**src/verilog/fdp_consts.svh**
```systemverilog
// offsets, field positions and reset values of the port a filter and event registers
`ifndef FDP_CONSTS_SVH
`define FDP_CONSTS_SVH

`define OFS_EVENT_STATUS   12'h088
`define OFS_EVENT_ENABLE   12'h08c
`define OFS_FILTER_MASK    12'h090
`define OFS_BUFFER_MAP     12'h094
`define OFS_FILTER_CTRL    12'h0a4
`define OFS_LOC_BASE       12'h0c0

`define BIT_INSERT_DONE    8
`define BIT_TX_OVERFLOW    0
`define MAP_FIELD_STRIDE   4
`define MAP_FIELD_WIDTH    3
`define CTRL_FILTER_EN     0
`define CTRL_INSERT_EN     1

`define WORD_RESET         32'h0000_0000
`define UNMAPPED_READ      32'h0000_0000

`endif

```
**src/verilog/fdp_pkg.sv**
```systemverilog
// types shared by the port a filter and event register block
package fdp_pkg;

  typedef enum logic [1:0] {
    BUS_IDLE    = 2'b00,
    BUS_WRITE   = 2'b01,
    BUS_RD_WAIT = 2'b10,
    BUS_RD_DONE = 2'b11
  } bus_phase_t;

  typedef struct packed {
    logic insertion_done;
    logic tx_buffer_overflow;
  } event_bits_t;

  typedef struct packed {
    logic       hit;
    logic [2:0] loc;
  } match_result_t;

  typedef struct packed {
    bus_phase_t        phase;
    logic [11:0]       addr;
    logic [31:0]       rdata;
    event_bits_t       enable;
    event_bits_t       status;
    logic [31:0]       mask;
    logic [7:0][2:0]   buf_select;
    logic [7:0][31:0]  loc_value;
    logic              filter_en;
    logic              insert_en;
    logic              irq;
    logic              route_valid;
    logic [2:0]        route_buf;
    logic              route_hit;
  } state_t;

endpackage

```
**src/verilog/fast_data_port_a_regs.sv**
```systemverilog
// port a event enables, stream identifier filter and buffer routing behind an ahb-lite slave
//
// The implementer's own choice: the AHB-Lite register port.
`timescale 1ns/1ns
`include "fdp_consts.svh"

// How it works
// - with the insertion-done enable set, a hardware-set insertion-done flag raises the summary irq.
// - with the overflow enable set, a hardware-set overflow flag raises the summary irq.
// - a flag whose enable is clear never affects the summary irq.
// - only identifier bits set in the 32-bit mask take part in the location compare.
// - an all-zero mask compares nothing and every identifier passes.
// - each of locations 0 to 7 has a 3-bit buffer select, location n at bits 4n+2:4n.
// - with the filter on, a matching identifier is steered to that location's buffer.
// - reserved bits ignore writes and read back as zero.
// - an overfilled transmit buffer sets the overflow flag.
// - setting the insertion-done flag switches the inserter off until software re-enables it.
module fast_data_port_a_regs (
  input  wire logic        CLK,
  input  wire logic        NRST,
  input  wire logic        HSEL,
  input  wire logic [31:0] HADDR,
  input  wire logic [1:0]  HTRANS,
  input  wire logic        HWRITE,
  input  wire logic [2:0]  HSIZE,
  input  wire logic [31:0] HWDATA,
  input  wire logic        HREADY,
  output logic      [31:0] HRDATA,
  output logic             HREADYOUT,
  output logic             HRESP,
  input  wire logic        STRM_VALID,
  input  wire logic [31:0] STRM_ID,
  input  wire logic        TX_OVERFLOW,
  input  wire logic        INSERT_DONE,
  output logic             ROUTE_VALID,
  output logic      [2:0]  ROUTE_BUF,
  output logic             ROUTE_HIT,
  output logic             INSERT_EN,
  output logic             FILTER_EN,
  output logic             SUMMARY_PORT_A_IRQ
);

  localparam logic [11:0] LOC_BASE = `OFS_LOC_BASE;

  fdp_pkg::state_t        st_ff;
  fdp_pkg::state_t        nxt_st;
  fdp_pkg::match_result_t match;
  logic                   accept;

  //////////////////////////////////////////////////////////////////////////////

  stream_id_matcher u_matcher (
    .stream_id (STRM_ID),
    .mask      (st_ff.mask),
    .loc_value (st_ff.loc_value),
    .result    (match)
  );

  function automatic logic is_loc(input logic [11:0] a);
    return a[11:5] == LOC_BASE[11:5];
  endfunction

  function automatic logic [31:0] read_word(input fdp_pkg::state_t s, input logic [11:0] a);
    logic [31:0] w;
    w = `UNMAPPED_READ;
    if (is_loc(a)) begin
      w = s.loc_value[a[4:2]];
    end else begin
      unique case (a)
        `OFS_EVENT_STATUS: begin
          w[`BIT_INSERT_DONE] = s.status.insertion_done;
          w[`BIT_TX_OVERFLOW] = s.status.tx_buffer_overflow;
        end
        `OFS_EVENT_ENABLE: begin
          w[`BIT_INSERT_DONE] = s.enable.insertion_done;
          w[`BIT_TX_OVERFLOW] = s.enable.tx_buffer_overflow;
        end
        `OFS_FILTER_MASK: w = s.mask;
        `OFS_BUFFER_MAP: begin
          for (int i = 0; i < 8; i++) begin
            w[i*`MAP_FIELD_STRIDE +: `MAP_FIELD_WIDTH] = s.buf_select[i];
          end
        end
        `OFS_FILTER_CTRL: begin
          w[`CTRL_FILTER_EN] = s.filter_en;
          w[`CTRL_INSERT_EN] = s.insert_en;
        end
        default: w = `UNMAPPED_READ;
      endcase
    end
    return w;
  endfunction

  //////////////////////////////////////////////////////////////////////////////

  assign accept = HSEL && HREADY && HTRANS[1];

  always_comb begin
    nxt_st = st_ff;

    // register writes land in the data phase, one word per transfer
    if (st_ff.phase == fdp_pkg::BUS_WRITE) begin
      if (is_loc(st_ff.addr)) begin
        // locations are frozen while the filter runs, so a compare never sees a torn value
        if (!st_ff.filter_en) begin
          nxt_st.loc_value[st_ff.addr[4:2]] = HWDATA;
        end
      end else begin
        unique case (st_ff.addr)
          `OFS_EVENT_STATUS: begin
            if (HWDATA[`BIT_INSERT_DONE]) begin
              nxt_st.status.insertion_done = 1'b0;
            end
            if (HWDATA[`BIT_TX_OVERFLOW]) begin
              nxt_st.status.tx_buffer_overflow = 1'b0;
            end
          end
          `OFS_EVENT_ENABLE: begin
            nxt_st.enable.insertion_done     = HWDATA[`BIT_INSERT_DONE];
            nxt_st.enable.tx_buffer_overflow = HWDATA[`BIT_TX_OVERFLOW];
          end
          `OFS_FILTER_MASK: nxt_st.mask = HWDATA;
          `OFS_BUFFER_MAP: begin
            for (int i = 0; i < 8; i++) begin
              nxt_st.buf_select[i] = HWDATA[i*`MAP_FIELD_STRIDE +: `MAP_FIELD_WIDTH];
            end
          end
          `OFS_FILTER_CTRL: begin
            nxt_st.filter_en = HWDATA[`CTRL_FILTER_EN];
            nxt_st.insert_en = HWDATA[`CTRL_INSERT_EN];
          end
          default: ;
        endcase
      end
    end

    // bus phase sequencing; reads take one wait state so data comes from a flop
    unique case (st_ff.phase)
      fdp_pkg::BUS_RD_WAIT: begin
        nxt_st.rdata = read_word(st_ff, st_ff.addr);
        nxt_st.phase = fdp_pkg::BUS_RD_DONE;
      end
      fdp_pkg::BUS_IDLE, fdp_pkg::BUS_WRITE, fdp_pkg::BUS_RD_DONE: begin
        if (accept) begin
          nxt_st.addr  = HADDR[11:0];
          nxt_st.phase = HWRITE ? fdp_pkg::BUS_WRITE : fdp_pkg::BUS_RD_WAIT;
        end else begin
          nxt_st.phase = fdp_pkg::BUS_IDLE;
        end
      end
    endcase

    // hardware events come after the clear so a same-cycle set wins
    if (TX_OVERFLOW) begin
      nxt_st.status.tx_buffer_overflow = 1'b1;
    end
    if (INSERT_DONE) begin
      nxt_st.status.insertion_done = 1'b1;
      nxt_st.insert_en             = 1'b0;
    end

    nxt_st.irq = |(nxt_st.status & nxt_st.enable);

    // filter off: everything passes to buffer 0 untagged; on: only hits pass
    nxt_st.route_valid = STRM_VALID && (!st_ff.filter_en || match.hit);
    nxt_st.route_hit   = STRM_VALID && st_ff.filter_en && match.hit;
    nxt_st.route_buf   = (st_ff.filter_en && match.hit) ?
                         st_ff.buf_select[match.loc] : 3'h0;
  end

  always_ff @(posedge CLK) begin
    if (!NRST) begin
      st_ff <= '0;
    end else begin
      st_ff <= nxt_st;
    end
  end

  assign HREADYOUT          = st_ff.phase != fdp_pkg::BUS_RD_WAIT;
  assign HRESP              = 1'b0;
  assign HRDATA             = st_ff.rdata;
  assign ROUTE_VALID        = st_ff.route_valid;
  assign ROUTE_BUF          = st_ff.route_buf;
  assign ROUTE_HIT          = st_ff.route_hit;
  assign INSERT_EN          = st_ff.insert_en;
  assign FILTER_EN          = st_ff.filter_en;
  assign SUMMARY_PORT_A_IRQ = st_ff.irq;
endmodule

```
**src/verilog/stream_id_matcher.sv**
```systemverilog
// masked compare of one stream identifier against eight filter locations
`timescale 1ns/1ns

module stream_id_matcher (
  input  wire logic [31:0]      stream_id,
  input  wire logic [31:0]      mask,
  input  wire logic [7:0][31:0] loc_value,
  output fdp_pkg::match_result_t result
);

  logic [7:0] loc_hit;

  genvar g;
  generate
    for (g = 0; g < 8; g++) begin : g_loc
      // only bits set in the mask take part; an all-zero mask hits everywhere
      assign loc_hit[g] = ((stream_id ^ loc_value[g]) & mask) == 32'h0000_0000;
    end
  endgenerate

  // scan from the top so the lowest matching location is the last one kept
  always_comb begin
    result = '0;
    for (int i = 7; i >= 0; i--) begin
      if (loc_hit[i]) begin
        result.hit = 1'b1;
        result.loc = 3'(i);
      end
    end
  end

endmodule

```
**config.mk**
```make
export PLATFORM = sky130hd
export DESIGN_NAME = fast_data_port_a_regs
export DESIGN_NICKNAME = d
export VERILOG_FILES = /design/src/verilog/fdp_pkg.sv /design/src/verilog/fast_data_port_a_regs.sv /design/src/verilog/stream_id_matcher.sv
export VERILOG_INCLUDE_DIRS = /design/src /design/src/verilog
export SDC_FILE = /design/constraint.sdc
export NUM_CORES = 1
export LEC_CHECK = 0
export BUFFER_PORTS_ARGS = -buffer_cell sky130_fd_sc_hd__clkbuf_2
export CAP_MARGIN = 40
export CORE_ASPECT_RATIO = 0.6
export CORE_MARGIN = 1
export CORE_UTILIZATION = 51
export CTS_CLUSTER_DIAMETER = 80
export DETAILED_ROUTE_END_ITERATION = 7
export HOLD_SLACK_MARGIN = 0.02
export PLACE_DENSITY = 0.72
export SYNTH_ARGS = -nofsm -noshare
export SYNTH_HDL_FRONTEND = slang
export SYNTH_SLANG_ARGS = --single-unit
```
**constraint.sdc**
```tcl
create_clock -name CLK -period 2.6 [get_ports CLK]
set_clock_uncertainty 0.15 [all_clocks]
set_input_delay 0.26 -clock CLK [delete_from_list [all_inputs] [get_ports CLK]]
set_output_delay 0.26 -clock CLK [all_outputs]
set_load 0.005 [all_outputs]
```
==> results of run 1 <==
## worst min-delay path by stage
stage / startpoint / to / depth (start not counted)
global placement: st_ff[357] / st_ff[357] / 2
detailed placement: st_ff[357] / st_ff[357] / 2
global route: HWDATA[8] / flip-flop / 3
floorplan: INSERT_DONE / INSERT_EN / 1
finish: HWDATA[0] / flip-flop / 3
CTS: HWDATA[2] / flip-flop / 3
## critical path, stage by stage (launching register included)
cell       delay (ns)
dfxtp_1          0.42
buf_4            0.22
a22oi_1          0.22
nand4_1          0.22
nor4_2           0.29
buf_4            0.16
nor2b_1          0.04
buf_4            0.14
nor3_4           0.28
mux2i_1          0.28
a221o_1          0.22
o2111ai_1        0.10
## through the flow
step                total power, uW  area (um^2)  setup TNS [ns]  util [%]  hold WS (ns)
finish                        12400        24800          -0.715      65.4        0.0468
global route                  12600        24800           -1.72      65.3        0.0465
CTS                           12300        24600          -0.482      64.7        0.0230
detailed placement             6740        22700           -1.81      59.8         0.311
global placement               6730        22700           -1.45      59.8         0.298
floorplan                      6370        19800               0         -         0.189
## cells in the final DEF (no fill, tap or decap), types with 6 or more instances in the layout
| cell type | synthesis | routed |
|---|---|---|
| a21oi_1 | 299 | 298 |
| clkbuf_16 | 0 | 41 |
| dfxtp_2 | 0 | 11 |
| dlygate4sd3_1 | 0 | 48 |
| a22oi_1 | 127 | 116 |
| mux2i_1 | 94 | 94 |
| clkbuf_8 | 4 | 8 |
| clkbuf_2 | 0 | 125 |
| nand4_1 | 37 | 37 |
| buf_4 | 43 | 314 |
| nand2_1 | 601 | 601 |
| a22oi_2 | 2 | 13 |
| dfxtp_1 | 370 | 356 |
| xor2_1 | 255 | 245 |
| o221ai_1 | 23 | 23 |
| nor3_1 | 17 | 14 |
| inv_1 | 7 | 7 |
| nor4_4 | 4 | 6 |
| buf_12 | 0 | 33 |
| clkinv_2 | 0 | 7 |
| nand3_1 | 9 | 8 |
| nor2_1 | 91 | 86 |
| a211oi_1 | 8 | 6 |
| o21ai_0 | 29 | 29 |
| mux4_2 | 64 | 64 |
| xor2_2 | 1 | 11 |
## layer usage
metal  routed length [um]  GRT usage (%)
met1                34100           58.6
met2                35200           60.4
met3                15000           16.8
met4                 3700           15.1
met5                  127              0
## cells in the mapped netlist, drive strengths merged, types with 11 or more instances
cell type	count
nand2	601
dfxtp	370
a21oi	299
xor2	256
clkbuf	161
a22oi	129
buf	107
mux2i	94
nor2	91
mux4	64
nand4	40
o21ai	29
o221ai	23
nor3	18
nor4	11
## logic make-up after synthesis
logic type	count (synthesis)	share of synthesized area (%)
buffers and inverters	276	6.97
AO/OA/AOI/OAI	503	15.3
flip-flops	370	37.4
multiplexers	159	12.1
XOR/XNOR	256	11.4
other	1	0.0189
AND/OR/NAND/NOR	794	16.8
## report_power, final
group	total, uW	internal (uW)	switching, uW
registers	5720	5690	22.9
logic	1030	378	647
clock network	5620	3150	2470
## layout make-up
class	instances	area, um^2
Antenna cell	3	7.51
Sequential cell	370	7430
Clock inverter	11	111
Inverter	8	37.5
Clock buffer	51	1100
Fill cell	3177	13200
Timing Repair Buffer	526	4240
Multi-Input combinational cell	1713	11300
Tap cell	513	642
## what timing repair did
item                                    CTS  global route
pin swaps                                18            15
setup buffers                             6             8
hold endpoints to repair                281             0
hold buffers                             48             0
endpoints found under the setup margin   25            31
gates resized for setup                  21            29
cloned                                    0             3
==> flow_summary.yaml, run 1 <==
run_status:
  status: "finished, violations left"
  failed_checks: "setup timing"
pwr:
  ir_drop_mv: 0.459
  p_per_area_nw_per_um2: 498
  p_leak_uw: 0.00966
clocking:
  cts_root_buffer: "clkbuf_16"
  numCtsBuffers: 37
  clk_path_buf_depth: 3
  clk_latency_ns: 0.57
  cts_sinks: 370
  tritoncts: "done"
  path_clk_slew_ns: 0.06
  htreeDepth: 2
sta:
  finalSetupViolCount: 4
  fin_crit_sh_pct: 110
  rsz0062_at_grt: "yes"
  max_freq_ghz: 0.348
  worst_slew_pin_slew_ns: 0.783
  slew_headroom_pct: 47.6
  finalHoldViolCount: 0
  fin_crit_ns: 2.87
  setup_slack_ns: -0.271
  drv_slew: 0
route:
  wl_per_cell_um: 27.6
  drtAntennaViolNets: 0
  via_per_inst: 6.30
  drt-total-wl_um: 88100
  drtIter0Drc: 3409
  via_count: 20130
  drc_errors: 0
  firstDrtPassIters: 8
worst_setup_path:
  crit_type: "reg -> reg"
  worstSetupEndpoint: "ROUTE_BUF[2]"
  arrival_ns: 3.14
  r2r_start: "st_ff[303]"
  critical_path_peak_fanout: 6
  required_ns: 2.87
  r2r_slack_ns: -0.27
  start_kind: "flip-flop"
  rr_worst_depth: 11
  r2r-end: "ROUTE_BUF[2]"
  cp-startpoint: "st_ff[303]"
  critPathCaptureType: "flip-flop"
synth:
  synth_fp_nets: 2468
  postSynthRegisterBits: 370
  synthCells: 2359
  synth_cell_type_count: 52
  netlist_area_um2: 19800
  ys_warn_count: 0
  avgSynthCellArea_um2: 8.39
  synthTopCellsByArea: "dfxtp_1 (37%), nand2_1 (11%), xor2_1 (11%), a21oi_1 (7.6%), mux4_2 (7.3%)"
  synth_top_area_cell: "dfxtp_1"
  synth_flop_cell: "dfxtp_1"
  async_reset_ff_share_pct: 0
  synth_top_area_share_pct: 37.4
  synth_seq_area_share_pct: 37.4
  synth_edf_count: 0
global_route:
  grt.total_usage_pct: 42.7
  overflow: 0
  grt_max_degree: 106
  grt_pass1_vias: 18712
  grt_pass1_wl_um: 124000
  antenna_found_initial: 7
layout:
  fin_nets: 2765
  area_growth_pct: 25.5
  final_cells: 3195
  layout-drive-gt1-share_pct: 25.2
die:
  start_util_pct: 52.1
  rows: 55
  pin_count: 151
  dieArea_um2: 39600
  die_h_um: 155
  dieWidth_um: 256
  coreArea_um2: 38000
hold_path:
  hp-class: "in -> reg"
placement:
  dp_hpwl_um: 59800
  gp_congestion: 1.07
  io_buffer_count: 125
  post-place-ws_ns: -0.454
  placed_cells: 3066
job:
  cap_violations: 0
Power figures use the tool's default switching activity.
==> inputs of run 2 (changes only) <==
--- a/config.mk
+++ b/config.mk
@@ -11,6 +11,7 @@
 export CORE_ASPECT_RATIO = 0.6
 export CORE_MARGIN = 1
 export CORE_UTILIZATION = 51
+export CTS_BUF_LIST = sky130_fd_sc_hd__clkbuf_4 sky130_fd_sc_hd__clkbuf_8
 export CTS_CLUSTER_DIAMETER = 80
 export DETAILED_ROUTE_END_ITERATION = 7
 export HOLD_SLACK_MARGIN = 0.02
==> run 2 against run 1 <==
  * The run ends with DRC, setup timing left
  * Clock-buffer cell count grew 41
  * Non-clock buffer count grew 7
  * Design area grew 1.1%
  * Sequential power is essentially flat
  * Flip-flop and latch count is the same
  * Total power grew 1.8%
  * Highest routed layer unchanged
==> flow_summary.yaml, run 2 (synthesized netlist as in run 1, its figures left out) <==
clocking:
  cts_root_buffer: "clkbuf_8"
  cts_sinks: 370
  tritoncts: "done"
  htreeDepth: 2
  clk_latency_ns: 0.68
  numCtsBuffers: 58
  path_clk_slew_ns: 0.07
  clk_path_buf_depth: 3
pwr:
  fin_total_pwr_uw: 12600
  switching_share_pct: 25.5
  p_leak_uw: 0.00980
  p_per_area_nw_per_um2: 501
  combPwrFrac_pct: 8.2
  ir_drop_mv: 0.431
  p_int_uw: 9370
  power_frac_seq_pct: 45.5
  p_switching_uw: 3210
  clockPowerShare_pct: 46.3
hold_path:
  hp-class: "in -> reg"
sta:
  rsz0062_at_grt: "yes"
  fin_crit_ns: 2.82
  max_freq_ghz: 0.354
  worst_slew_pin_slew_ns: 0.752
  setup_slack_ns: -0.222
  drv_slew: 0
  slew_headroom_pct: 49.7
  fin_crit_sh_pct: 109
  finalSetupViolCount: 3
  finalHoldViolCount: 0
layout:
  fillers: 3125
  layout-drive-gt1-share_pct: 26.5
  area_growth_pct: 26.8
  fin_nets: 2793
  postLayoutCellArea_um2: 25100
  final_common_cell: "nand2_1"
  final_cell_mix: "nand2_1 (601), dfxtp_1 (358), buf_4 (309), a21oi_1 (298), xor2_1 (244)"
  final_cells: 3252
placement:
  place_area_um2: 22700
  io_buffer_count: 125
  dp_hpwl_um: 59800
  placed_cells: 3066
  post-place-ws_ns: -0.454
  gp_congestion: 1.07
global_route:
  antenna_found_initial: 10
  grt_max_degree: 106
  met2_usage_pct: 61.1
  use_met3_pct: 18.0
  grt_pass1_vias: 18986
  grt_busiest_layer: "met2"
  gr-usage-met1_pct: 58.5
  overflow: 0
  grt_pass1_wl_um: 126000
  grt.total_usage_pct: 43.2
run_status:
  failed_checks: "DRC, setup timing"
  status: "finished, violations left"
worst_setup_path:
  start_kind: "flip-flop"
  max_stage_delay_ns: 0.57
  cp_top_family: "compound AO/OA/AOI/OAI gates"
  crit_path_cell_trace: "xor2_2, a22oi_2, buf_4, nand4_1, or4_4, a211oi_4, nor2_2, o31ai_4, a221o_1, o2111ai_1"
  critPathCaptureType: "flip-flop"
  slowest_stage: "or4_4"
  critical_path_peak_fanout: 3
  arrival_ns: 3.19
  required_ns: 2.97
  path_buf_inv: 1
  crit_type: "reg -> reg"
route:
  drt-total-wl_um: 88000
  firstDrtPassIters: 8
  drtIter0Drc: 3483
  drtAntennaViolNets: 0
  via_count: 20317
  wl_per_cell_um: 27.1
  via_per_inst: 6.25
  drc_errors: 2
die:
  dieArea_um2: 39600
  rows: 55
  dieWidth_um: 256
  start_util_pct: 52.1
  die_h_um: 155
  coreArea_um2: 38000
  pin_count: 151
job:
  cap_violations: 0
## run 2: metal layers
metal,wire length (um),part of all wire (%),up-vias
li1,-,-,8686
met1,34300,39,9665
met2,35100,40,1687
met3,15100,17,275
met4,3410,3.9,4
met5,24,0.027,-
## run 2: final timing paths
path / to / cells past startpoint / slack (ns) / start
worst max-delay path: ROUTE_BUF[2] / 10 / -0.22 / flip-flop
worst min-delay path: st_ff[365] / 5 / 0.11 / HTRANS[1]
worst max register to register: ROUTE_BUF[2] / 10 / -0.22 / flip-flop
worst min register to register: st_ff[357] / 2 / 0.32 / st_ff[357]
## run 2: final cells by class
cell class / count / area [um^2] / share of cell area, %
antenna: 7 / 17.5 / 0.0698
clock buffer: 92 / 1140 / 4.54
clock inverter: 16 / 213 / 0.847
inverter: 8 / 37.5 / 0.150
multi-input combinational: 1713 / 11300 / 45.1
sequential: 370 / 7430 / 29.6
tap: 513 / 642 / 2.56
timing repair buffer: 533 / 4310 / 17.2
## run 2: timing repair
item / in CTS / in global routing
hold endpoints to repair: 343 / 0
buffers inserted: 6 / 6
pin swaps: 19 / 14
hold buffers: 59 / 0
resized for setup: 25 / 33
gates cloned: 1 / 1
setup endpoints to repair: 23 / 52
## run 2: tightest hold or removal path, stage by stage
cell	delay [ns]
clkbuf_2	0.09
nand3_1	0.14
nor2_1	0.20
nand2_1	0.12
a21oi_1	0.05
## run 2: power by group through the flow
stage | combinational (uW) | sequential (uW) | clock, uW
floorplan | 530 | 5840 | 0
global placement | 880 | 5850 | 0
detailed placement | 889 | 5850 | 0
CTS | 974 | 5720 | 5840
global route | 1060 | 5730 | 6120
finish | 1030 | 5730 | 5820
## run 2: metrics by stage
stage               util, %  hold WS [ns]  setup TNS [ns]
detailed placement     59.8         0.311           -1.81
finish                 66.1         0.114          -0.642
global route           66.1         0.107           -1.24
floorplan                 -         0.189               0
CTS                    65.4        0.0378          -0.409
global placement       59.8         0.298           -1.45
